`config.mk`:
```
export PLATFORM = sky130hd
export DESIGN_NAME = power_dip_and_freq_level_detect
export DESIGN_NICKNAME = d
export VERILOG_FILES = /design/src/ride_through_pkg.sv /design/src/power_dip_and_freq_level_detect.sv
export VERILOG_INCLUDE_DIRS = /design/src
export SDC_FILE = /design/constraint.sdc
export NUM_CORES = 2
export LEC_CHECK = 0
export BUFFER_PORTS_ARGS = -buffer_cell sky130_fd_sc_hd__buf_2
export CORE_MARGIN = 3
export CORE_UTILIZATION = 35
export DETAILED_ROUTE_END_ITERATION = 7
export SLEW_MARGIN = 20
export SYNTH_ARGS = -nofsm -noshare
export SYNTH_HDL_FRONTEND = slang
export SYNTH_SLANG_ARGS = --single-unit
```
`constraint.sdc`:
```
create_clock -name hclk -period 72.4 [get_ports hclk]
set_input_delay 10.86 -clock hclk [delete_from_list [all_inputs] [get_ports hclk]]
set_output_delay 10.86 -clock hclk [all_outputs]
set_load 0.05 [all_outputs]
```
`src/ride_through_defines.svh`:
```
`ifndef RIDE_THROUGH_DEFINES_SVH
`define RIDE_THROUGH_DEFINES_SVH

// register indices; byte address is four times the index
`define IDX_OUT1_SEL 14'h0A00
`define IDX_OUT2_SEL 14'h0A01
`define IDX_RELAY_A_SEL 14'h0A02
`define IDX_RELAY_B_SEL 14'h0A03
`define IDX_LVL_A_VAL 14'h0A14
`define IDX_LVL_A_HYST 14'h0A15
`define IDX_LVL_B_VAL 14'h0A16
`define IDX_LVL_B_HYST 14'h0A17
`define IDX_RT_MODE 14'h0D14
`define IDX_RT_DIS_LVL 14'h0D15
`define IDX_RT_EN_LVL 14'h0D16
`define IDX_RT_REC_DLY 14'h0D17
`define IDX_RT_KP 14'h0D18
`define IDX_RT_KI 14'h0D19
`define IDX_RT_DEC_TIME 14'h0D1A
`define IDX_STATUS 14'h0D1F

// reset values (percent in 0.1 %, frequency in 0.01 Hz, time in 0.1 s)
`define RST_OUT_SEL 16'h0002
`define RST_RELAY_A_SEL 16'h0008
`define RST_RELAY_B_SEL 16'h0000
`define RST_LVL_VAL 16'h01F4
`define RST_LVL_HYST 16'h0000
`define RST_RT_MODE 16'h0000
`define RST_RT_DIS_LVL 16'h0352
`define RST_RT_EN_LVL 16'h0320
`define RST_RT_REC_DLY 16'h0005
`define RST_RT_KP 16'h0032
`define RST_RT_KI 16'h001E
`define RST_RT_DEC_TIME 16'h00C8

// ride-through mode codes
`define RT_MODE_OFF 16'h0000
`define RT_MODE_HOLD 16'h0001
`define RT_MODE_STOP 16'h0002

// output function codes
`define FUNC_LVL_A 16'h000F
`define FUNC_LVL_B 16'h0010
`define FUNC_MAX 16'h0023

// full scale of a hysteresis percentage, 100.0 %
`define HYST_FULL 16'h03E8

// timing: one delay step is 0.1 s, clock period 40 ns
`define RT_STEP_MS 100
`define CLK_PERIOD_NS 40
`define RT_STEP_CYCLES (`RT_STEP_MS * 1000000 / `CLK_PERIOD_NS)

`endif

```
`src/ride_through_pkg.sv`:
```
package ride_through_pkg;

  // software settings of the block
  typedef struct packed {
    logic [3:0][15:0] out_sel;
    logic [1:0][15:0] lvl_val;
    logic [1:0][15:0] lvl_hyst;
    logic [15:0] mode;
    logic [15:0] dis_lvl;
    logic [15:0] en_lvl;
    logic [15:0] rec_dly;
    logic [15:0] kp;
    logic [15:0] ki;
    logic [15:0] dec_time;
  } cfg_t;

  // ride-through sequencer
  typedef enum logic [2:0] {
    RT_IDLE,
    RT_HOLD,
    RT_SUSPEND,
    RT_RECOVER,
    RT_DECEL,
    RT_STOPPED
  } rt_state_t;

endpackage

```
`src/power_dip_and_freq_level_detect.sv`:
```
// Register access over AHB-Lite is this design's own decision.
`timescale 1ns/1ps
`default_nettype none
`include "ride_through_defines.svh"

module power_dip_and_freq_level_detect #(
  parameter int STEP_CYCLES = `RT_STEP_CYCLES
) (
  input wire logic hclk,
  input wire logic hresetn,
  input wire logic hsel,
  input wire logic [31:0] haddr,
  input wire logic [1:0] htrans,
  input wire logic hwrite,
  input wire logic [2:0] hsize,
  input wire logic [31:0] hwdata,
  input wire logic hready,
  output logic [31:0] hrdata,
  output logic hreadyout,
  output logic hresp,
  input wire logic supply_ok,
  input wire logic [15:0] bus_voltage_pct,
  input wire logic [15:0] oper_freq,
  input wire logic [15:0] maximum_output_frequency,
  input wire logic [15:0] normal_decel_time,
  input wire logic decelerating,
  input wire logic run_cmd,
  output logic regen_hold,
  output logic [15:0] rt_gain_kp,
  output logic [15:0] rt_gain_ki,
  output logic decel_to_stop,
  output logic [15:0] decel_time,
  output logic recover_accel,
  output logic uv_trip_enable,
  output logic digital_output_one,
  output logic digital_output_two,
  output logic relay_a_output,
  output logic second_relay_output
);

  ride_through_pkg::cfg_t cfg_q;
  ride_through_pkg::rt_state_t state_q, state_d;
  logic [13:0] wr_idx_q;
  logic wr_pend_q;
  logic [31:0] hrdata_q;
  logic hreadyout_q;
  logic [15:0] rd_val;
  logic [31:0] pre_q;
  logic [15:0] rec_cnt_q;
  logic run_cmd_q;
  logic regen_hold_q, decel_stop_q, recover_q, uv_en_q;
  logic [15:0] kp_q, ki_q, decel_time_q;
  logic [1:0] lvl_q;
  logic [3:0] term_q;

  // bus decode
  wire [13:0] a_idx = haddr[15:2];
  wire a_take = hsel & htrans[1] & hready;
  wire [15:0] wdat = hwdata[15:0];
  wire bypass = wr_pend_q & (wr_idx_q == a_idx);

  // register read selection
  always_comb begin
    case (a_idx)
      `IDX_OUT1_SEL: rd_val = cfg_q.out_sel[0];
      `IDX_OUT2_SEL: rd_val = cfg_q.out_sel[1];
      `IDX_RELAY_A_SEL: rd_val = cfg_q.out_sel[2];
      `IDX_RELAY_B_SEL: rd_val = cfg_q.out_sel[3];
      `IDX_LVL_A_VAL: rd_val = cfg_q.lvl_val[0];
      `IDX_LVL_A_HYST: rd_val = cfg_q.lvl_hyst[0];
      `IDX_LVL_B_VAL: rd_val = cfg_q.lvl_val[1];
      `IDX_LVL_B_HYST: rd_val = cfg_q.lvl_hyst[1];
      `IDX_RT_MODE: rd_val = cfg_q.mode;
      `IDX_RT_DIS_LVL: rd_val = cfg_q.dis_lvl;
      `IDX_RT_EN_LVL: rd_val = cfg_q.en_lvl;
      `IDX_RT_REC_DLY: rd_val = cfg_q.rec_dly;
      `IDX_RT_KP: rd_val = cfg_q.kp;
      `IDX_RT_KI: rd_val = cfg_q.ki;
      `IDX_RT_DEC_TIME: rd_val = cfg_q.dec_time;
      `IDX_STATUS: rd_val = {5'h00, term_q, lvl_q, uv_en_q, regen_hold_q,
                             state_q};
      default: rd_val = 16'h0000;
    endcase
  end

  // bus phases; zero wait states, read data set up in the address phase
  always_ff @(posedge hclk or negedge hresetn) begin
    if (!hresetn) begin
      wr_pend_q <= 1'b0;
      wr_idx_q <= 14'h0000;
      hrdata_q <= 32'h0000_0000;
      hreadyout_q <= 1'b0;
    end else begin
      hreadyout_q <= 1'b1;
      wr_pend_q <= a_take & hwrite;
      if (a_take)
        wr_idx_q <= a_idx;
      if (a_take & ~hwrite)
        hrdata_q <= {16'h0000, bypass ? wdat : rd_val};
    end
  end

  // register writes in the data phase; unmapped writes are dropped
  always_ff @(posedge hclk or negedge hresetn) begin
    if (!hresetn) begin
      cfg_q.out_sel[0] <= `RST_OUT_SEL;
      cfg_q.out_sel[1] <= `RST_OUT_SEL;
      cfg_q.out_sel[2] <= `RST_RELAY_A_SEL;
      cfg_q.out_sel[3] <= `RST_RELAY_B_SEL;
      cfg_q.lvl_val <= {`RST_LVL_VAL, `RST_LVL_VAL};
      cfg_q.lvl_hyst <= {`RST_LVL_HYST, `RST_LVL_HYST};
      cfg_q.mode <= `RST_RT_MODE;
      cfg_q.dis_lvl <= `RST_RT_DIS_LVL;
      cfg_q.en_lvl <= `RST_RT_EN_LVL;
      cfg_q.rec_dly <= `RST_RT_REC_DLY;
      cfg_q.kp <= `RST_RT_KP;
      cfg_q.ki <= `RST_RT_KI;
      cfg_q.dec_time <= `RST_RT_DEC_TIME;
    end else if (wr_pend_q) begin
      case (wr_idx_q)
        `IDX_OUT1_SEL: cfg_q.out_sel[0] <= wdat;
        `IDX_OUT2_SEL: cfg_q.out_sel[1] <= wdat;
        `IDX_RELAY_A_SEL: cfg_q.out_sel[2] <= wdat;
        `IDX_RELAY_B_SEL: cfg_q.out_sel[3] <= wdat;
        `IDX_LVL_A_VAL: cfg_q.lvl_val[0] <= wdat;
        `IDX_LVL_A_HYST: cfg_q.lvl_hyst[0] <= wdat;
        `IDX_LVL_B_VAL: cfg_q.lvl_val[1] <= wdat;
        `IDX_LVL_B_HYST: cfg_q.lvl_hyst[1] <= wdat;
        `IDX_RT_MODE: cfg_q.mode <= wdat;
        `IDX_RT_DIS_LVL: cfg_q.dis_lvl <= wdat;
        `IDX_RT_EN_LVL: cfg_q.en_lvl <= wdat;
        `IDX_RT_REC_DLY: cfg_q.rec_dly <= wdat;
        `IDX_RT_KP: cfg_q.kp <= wdat;
        `IDX_RT_KI: cfg_q.ki <= wdat;
        `IDX_RT_DEC_TIME: cfg_q.dec_time <= wdat;
        default: ;
      endcase
    end
  end

  // mode decode; any unlisted code acts as off
  wire mode_hold = (cfg_q.mode == `RT_MODE_HOLD);
  wire mode_stop = (cfg_q.mode == `RT_MODE_STOP);
  wire above_dis = bus_voltage_pct > cfg_q.dis_lvl;
  wire below_en = bus_voltage_pct < cfg_q.en_lvl;
  wire run_rise = run_cmd & ~run_cmd_q;
  wire step_end = (pre_q == 32'(STEP_CYCLES - 1));
  wire rec_done = (rec_cnt_q >= cfg_q.rec_dly);

  // sequencer next state
  always_comb begin
    state_d = state_q;
    case (state_q)
      ride_through_pkg::RT_IDLE: begin
        if (!supply_ok && mode_hold)
          state_d = ride_through_pkg::RT_HOLD;
        else if (!supply_ok && mode_stop)
          state_d = ride_through_pkg::RT_DECEL;
      end
      ride_through_pkg::RT_HOLD: begin
        if (supply_ok)
          state_d = ride_through_pkg::RT_RECOVER;
        else if (above_dis)
          state_d = ride_through_pkg::RT_SUSPEND;
      end
      ride_through_pkg::RT_SUSPEND: begin
        if (supply_ok)
          state_d = ride_through_pkg::RT_RECOVER;
        else if (!above_dis)
          state_d = ride_through_pkg::RT_HOLD;
      end
      ride_through_pkg::RT_RECOVER: begin
        if (!supply_ok)
          state_d = ride_through_pkg::RT_HOLD;
        else if (rec_done)
          state_d = ride_through_pkg::RT_IDLE;
      end
      ride_through_pkg::RT_DECEL: begin
        // supply return does not abort the stop
        if (oper_freq == 16'h0000)
          state_d = ride_through_pkg::RT_STOPPED;
      end
      ride_through_pkg::RT_STOPPED: begin
        if (run_rise)
          state_d = ride_through_pkg::RT_IDLE;
      end
      default: state_d = ride_through_pkg::RT_IDLE;
    endcase
    // a mode change drops the sequence at once
    if (!mode_hold && !mode_stop)
      state_d = ride_through_pkg::RT_IDLE;
    else if (mode_hold && (state_q == ride_through_pkg::RT_DECEL ||
             state_q == ride_through_pkg::RT_STOPPED))
      state_d = ride_through_pkg::RT_IDLE;
    else if (mode_stop && (state_q == ride_through_pkg::RT_HOLD ||
             state_q == ride_through_pkg::RT_SUSPEND ||
             state_q == ride_through_pkg::RT_RECOVER))
      state_d = ride_through_pkg::RT_IDLE;
  end

  // sequencer, recovery timer in 0.1 s steps
  always_ff @(posedge hclk or negedge hresetn) begin
    if (!hresetn) begin
      state_q <= ride_through_pkg::RT_IDLE;
      pre_q <= 32'h0000_0000;
      rec_cnt_q <= 16'h0000;
      run_cmd_q <= 1'b0;
    end else begin
      state_q <= state_d;
      run_cmd_q <= run_cmd;
      if (state_q != ride_through_pkg::RT_RECOVER) begin
        pre_q <= 32'h0000_0000;
        rec_cnt_q <= 16'h0000;
      end else if (step_end) begin
        pre_q <= 32'h0000_0000;
        rec_cnt_q <= rec_cnt_q + 16'h0001;
      end else begin
        pre_q <= pre_q + 32'h0000_0001;
      end
    end
  end

  // drive commands, all registered; state flags from the next state, gains from the mode alone
  wire nx_decel = (state_d == ride_through_pkg::RT_DECEL);
  always_ff @(posedge hclk or negedge hresetn) begin
    if (!hresetn) begin
      regen_hold_q <= 1'b0;
      decel_stop_q <= 1'b0;
      recover_q <= 1'b0;
      uv_en_q <= 1'b1;
      kp_q <= 16'h0000;
      ki_q <= 16'h0000;
      decel_time_q <= 16'h0000;
    end else begin
      regen_hold_q <= (state_d == ride_through_pkg::RT_HOLD);
      decel_stop_q <= nx_decel | (state_d == ride_through_pkg::RT_STOPPED);
      // one-cycle pulse: hand back to the normal accel ramp
      recover_q <= (state_q == ride_through_pkg::RT_RECOVER) &
                   (state_d == ride_through_pkg::RT_IDLE) & supply_ok;
      uv_en_q <= (state_d == ride_through_pkg::RT_IDLE) |
                 (state_d == ride_through_pkg::RT_RECOVER) |
                 (state_d == ride_through_pkg::RT_STOPPED);
      kp_q <= mode_hold ? cfg_q.kp : 16'h0000;
      ki_q <= mode_hold ? cfg_q.ki : 16'h0000;
      decel_time_q <= (nx_decel & below_en) ? cfg_q.dec_time
                                            : normal_decel_time;
    end
  end

  // frequency level detectors, one per channel
  logic [1:0][15:0] lvl_eff, lvl_rel;
  genvar g;
  generate
    for (g = 0; g < 2; g++) begin : g_lvl
      wire [15:0] hy = (cfg_q.lvl_hyst[g] > `HYST_FULL) ? `HYST_FULL
                                                        : cfg_q.lvl_hyst[g];
      wire [31:0] prod = 32'(lvl_eff[g]) * 32'(hy);
      wire [31:0] lag = prod / 32'd1000;
      // value clamped to the maximum frequency
      assign lvl_eff[g] = (cfg_q.lvl_val[g] > maximum_output_frequency) ?
                          maximum_output_frequency : cfg_q.lvl_val[g];
      // no lag unless decelerating
      assign lvl_rel[g] = decelerating ? lvl_eff[g] - lag[15:0]
                                       : lvl_eff[g];
      always_ff @(posedge hclk or negedge hresetn) begin
        if (!hresetn)
          lvl_q[g] <= 1'b0;
        else if (oper_freq > lvl_eff[g])
          lvl_q[g] <= 1'b1;
        else if (oper_freq < lvl_rel[g])
          lvl_q[g] <= 1'b0;
      end
    end
  endgenerate

  // terminal function routing; codes other than the levels drive low
  generate
    for (g = 0; g < 4; g++) begin : g_term
      wire sel_a = (cfg_q.out_sel[g] == `FUNC_LVL_A);
      wire sel_b = (cfg_q.out_sel[g] == `FUNC_LVL_B);
      always_ff @(posedge hclk or negedge hresetn) begin
        if (!hresetn)
          term_q[g] <= 1'b0;
        else
          term_q[g] <= (sel_a & lvl_q[0]) | (sel_b & lvl_q[1]);
      end
    end
  endgenerate

  assign hrdata = hrdata_q;
  assign hreadyout = hreadyout_q;
  assign hresp = 1'b0;
  assign regen_hold = regen_hold_q;
  assign rt_gain_kp = kp_q;
  assign rt_gain_ki = ki_q;
  assign decel_to_stop = decel_stop_q;
  assign decel_time = decel_time_q;
  assign recover_accel = recover_q;
  assign uv_trip_enable = uv_en_q;
  assign digital_output_one = term_q[0];
  assign digital_output_two = term_q[1];
  assign relay_a_output = term_q[2];
  assign second_relay_output = term_q[3];

  // checks
  property p_off_no_hold;
    @(posedge hclk) disable iff (!hresetn)
    (cfg_q.mode == `RT_MODE_OFF) |=> !regen_hold_q && uv_en_q;
  endproperty
  a_off_no_hold: assert property (p_off_no_hold)
    else $error("regulation active with ride-through off");

  property p_hold_outage;
    @(posedge hclk) disable iff (!hresetn)
    (state_q == ride_through_pkg::RT_IDLE) && mode_hold && !supply_ok
      |=> regen_hold_q && !uv_en_q;
  endproperty
  a_hold_outage: assert property (p_hold_outage)
    else $error("outage did not start bus hold");

  property p_suspend;
    @(posedge hclk) disable iff (!hresetn)
    (state_q == ride_through_pkg::RT_HOLD) && mode_hold && !supply_ok &&
      above_dis |=> !regen_hold_q ##1 $past(state_q) ==
      ride_through_pkg::RT_SUSPEND;
  endproperty
  a_suspend: assert property (p_suspend)
    else $error("bus above disable level did not suspend");

  property p_recover;
    @(posedge hclk) disable iff (!hresetn)
    recover_q |-> $past(state_q) == ride_through_pkg::RT_RECOVER &&
      $past(rec_cnt_q) >= $past(cfg_q.rec_dly);
  endproperty
  a_recover: assert property (p_recover)
    else $error("recovery ended before its delay");

  property p_stop_kept;
    @(posedge hclk) disable iff (!hresetn)
    (state_q == ride_through_pkg::RT_STOPPED) && mode_stop && !run_rise
      |=> decel_stop_q;
  endproperty
  a_stop_kept: assert property (p_stop_kept)
    else $error("stopped drive left stop without run command");

  property p_rt_decel_time;
    @(posedge hclk) disable iff (!hresetn)
    (state_q == ride_through_pkg::RT_DECEL) && mode_stop && below_en &&
      (oper_freq != 16'h0000) |=> decel_time_q == $past(cfg_q.dec_time);
  endproperty
  a_rt_decel_time: assert property (p_rt_decel_time)
    else $error("ride-through decel time not applied");

  property p_gain_mode;
    @(posedge hclk) disable iff (!hresetn)
    !mode_hold |=> kp_q == 16'h0000 && ki_q == 16'h0000;
  endproperty
  a_gain_mode: assert property (p_gain_mode)
    else $error("gains applied outside hold mode");

  property p_lvl_set;
    @(posedge hclk) disable iff (!hresetn)
    (oper_freq > lvl_eff[0]) |=> lvl_q[0];
  endproperty
  a_lvl_set: assert property (p_lvl_set)
    else $error("level A not set above value");

  property p_lvl_rel;
    @(posedge hclk) disable iff (!hresetn)
    decelerating && (32'(oper_freq) * 32'd1000 + 32'(lvl_eff[1]) *
      32'(cfg_q.lvl_hyst[1]) < 32'(lvl_eff[1]) * 32'd1000) |=> !lvl_q[1];
  endproperty
  a_lvl_rel: assert property (p_lvl_rel)
    else $error("level B not released below lag");

  property p_no_lag;
    @(posedge hclk) disable iff (!hresetn)
    !decelerating && (oper_freq < lvl_eff[0]) |=> !lvl_q[0];
  endproperty
  a_no_lag: assert property (p_no_lag)
    else $error("lag applied while not decelerating");

  property p_route;
    @(posedge hclk) disable iff (!hresetn)
    (cfg_q.out_sel[3] == `FUNC_LVL_B) |=> term_q[3] == $past(lvl_q[1]);
  endproperty
  a_route: assert property (p_route)
    else $error("code 16 did not route level B");

endmodule

`default_nettype wire

```
==> reports/metrics.yaml <==
grt_first_pass_wirelength_mm: 253
crit_path_frequent_cell: "o21ai_0"
dp_hpwl_mm: 127
coreArea_um2: 147000
die_area_um2: 154000
syn2layout_area_growth_pct: 8.80
port_buffers: 175
cts_buffer_depth: 3
ios: 231
yosys-top-cells-area: "dfrtp_1 (17%), fa_1 (15%), ha_1 (9.1%)"
numCtsBuffers: 40
worstMarginPinSlew_ps: 1340
synth_cell_types: 176
drc: 8
die_x_um: 392
ctsHoldBuffers: 0
nets: 7058
skew_ps: 54.3
cts_resized: 0
critPathMaxFanout: 16
rsz0062_at_grt: "false"
drtPass1Iterations: 8
drive_gt1_share_pct: 15.6
syn-mean-instance-area_um2: 8.80
post_cts_buffers: 0
synth_top_area_cell: "dfrtp_1"
place_congestion: 0.937
hold_path.class: "reg -> reg"
htreeDepth: 2
synth_seq_cells: 382
cts_tree: "done"
period_needed_ps: 39520
cap_violations: 0
final_core_util_pct: 38.6
row_count: 140
antenna_found_initial: 29
slowest_stage: "a211oi_2"
critical_path_arrival_ps: 40060
vias_per_cell: 5.62
pre_cts_ws_ps: 32810
synth_top_area_share_pct: 16.6
synthFlopType: "dfrtp_1"
ant_nets: 0
ys_seq_area_share_pct: 18.4
start_kind: "input pin"
period_share_pct: 54.6
totalWireLength_mm: 160
overflow: 0
yosysWarnings: 0
fin_setup_tns_ps: 0
clock_latency_ps: 610
grt_max_degree: 172
syn_area_um2: 52100
netlist_instances: 5922
maxSlewViolCount: 0
cts.sinks: 382
grt_pass1_vias: 44300
die_h_um: 392
hold_viol: 0
setup-violations-final: 0
fmax_mhz: 25.3
setup_slack_ps: 32880
grt_util_all_layers_pct: 20.5
num_vias: 45600
end_kind: "register"
cp.required_ps: 72930
drt_iter0_drc: 3632
wire_per_inst_um: 19.7
outcome: "finished with violations"
ys_async_sr_fraction_pct: 100
slowest_delay_ps: 800
synth_edf_count: 0
start_util_pct: 35.5
clock-root-buffer: "clkbuf_16"
failed_checks: "DRC"
path_clk_slew_ps: 70
crit_type: "in -> reg"
max_slew_margin_pct: 9.71
-- critical path, delay by kind of cell --
family | cells | cell delay, ps
adder cells (fa/ha/maj) | 10 | 4060
AND/OR/NAND/NOR | 31 | 5930
buffers and inverters | 8 | 1340
multiplexers | 4 | 1520
AO/OA/AOI/OAI | 54 | 15540
XOR/XNOR | 4 | 730
-- sequential cells by signal (all words and copies together) (netlist names) --
| register | cells |
|---|---|
| uv_trip_enable | 1 |
| digital_output_two | 1 |
| relay_a_output | 1 |
| run_cmd_q | 1 |
| state_q | 3 |
| lvl_q | 2 |
| regen_hold | 1 |
| rec_cnt_q | 16 |
| decel_time | 16 |
| wr_idx_q | 14 |
| hrdata | 16 |
| hreadyout | 1 |
| rt_gain_kp | 16 |
| recover_accel | 1 |
| pre_q | 32 |
| wr_pend_q | 1 |
| cfg_q | 240 |
| second_relay_output | 1 |
| digital_output_one | 1 |
| rt_gain_ki | 16 |
| decel_to_stop | 1 |
-- cell usage after synthesis, types with 15 or more instances --
cell,instances
nor2_1,545
inv_1,559
nand4_1,74
o21ai_1,38
nand3_1,155
a21oi_1,284
clkbuf_1,129
nor3_1,116
a211o_1,22
o211ai_1,60
dfstp_2,36
buf_2,30
o22ai_1,34
a31oi_1,60
a211oi_1,42
a22oi_1,31
buf_4,25
xor2_1,77
buf_6,19
dfrtp_1,346
o2111ai_1,23
a21oi_2,16
fa_1,390
mux2_2,311
a221oi_1,35
mux2i_1,84
nor2b_1,32
and2_1,81
ha_1,379
or2_2,32
a21o_1,75
and3_1,40
o21a_1,38
xnor2_1,158
nand2_1,490
o31ai_1,29
a2111oi_0,15
o21ai_0,263
or3_1,34
nand2b_1,45
buf_1,15
o221ai_1,20
nor4_1,55
-- cells in the final DEF, fill, tap and decap left out, types with 40 or more instances in the layout --
cell type / count
nand3_1: 155
dfrtp_1: 346
buf_2: 174
nand4_1: 74
nor4_1: 53
a211oi_1: 42
nand2b_1: 45
and3_1: 40
inv_1: 559
nor2_1: 544
fa_1: 390
nor3_1: 115
mux2i_1: 84
nand2_1: 490
ha_1: 379
a21o_1: 75
a31oi_1: 60
clkbuf_16: 40
xnor2_1: 158
conb_1: 210
a21oi_1: 283
o21ai_0: 263
and2_1: 81
xor2_1: 77
mux2_2: 311
o211ai_1: 60
-- routing by layer --
layer  vias to the layer above  share of wire (%)  global-route usage (%)
met5                         -               0.11                       0
met4                        24                2.2                    4.65
met3                       192                7.8                    4.19
met2                      1444                 45                    32.7
met1                     22500                 45                    28.4
li1                      21400                  -                       -
-- worst paths after layout --
kind                                             start       endpoint  slack, ps  cells after the start
max                        maximum_output_frequency[9]       lvl_q[1]      32880                    111
min reg2reg                                  hrdata[4]      hrdata[4]        480                      2
min in group asynchronous                      hresetn      hreadyout      10250                      1
max in group asynchronous                      hresetn  rt_gain_ki[6]      59810                      3
min                                          hrdata[4]      hrdata[4]        480                      2
max reg2reg                                 cfg_q[169]       lvl_q[1]      42820                    109
-- cells by family (layout without fill, tap and decap cells) --
group / count (synthesis) / in the layout / share of synthesized area [%]
simple gates: 1872 / 1872 / 17.7
compound gates: 1421 / 1421 / 19.9
buf+inv: 809 / 859 / 6.62
fa+ha+maj: 782 / 782 / 24.3
mux: 408 / 408 / 8.70
flops: 382 / 382 / 18.4
xor+xnor: 246 / 246 / 4.29
other cells: 2 / 225 / 0.0144
-- per-stage QoR --
| stage | hold slack (ps) | std cells | area, um2 |
|---|---|---|---|
| after detailed placement | 475 | 8022 | 55200 |
| final | 484 | 8112 | 56700 |
| after global routing | 505 | 8103 | 56700 |
| after global placement | 467 | 8022 | 55200 |
| after floorplan | 453 | 6130 | 52900 |
| after CTS | 487 | 8096 | 56700 |
-- final cells by class --
cell class	instances	area, um2
Tap cell	1917	2400
Inverter	577	2180
Multi-Input combinational cell	4939	39900
Fill cell	14800	90100
Clock inverter	25	377
Clock buffer	49	1070
Timing Repair Buffer	208	1150
Antenna cell	15	37.5
Sequential cell	382	9600
Power is left out: the tool's default activity adds up to more than one toggle a clock period on the data nets, which glitch-free logic cannot reach.
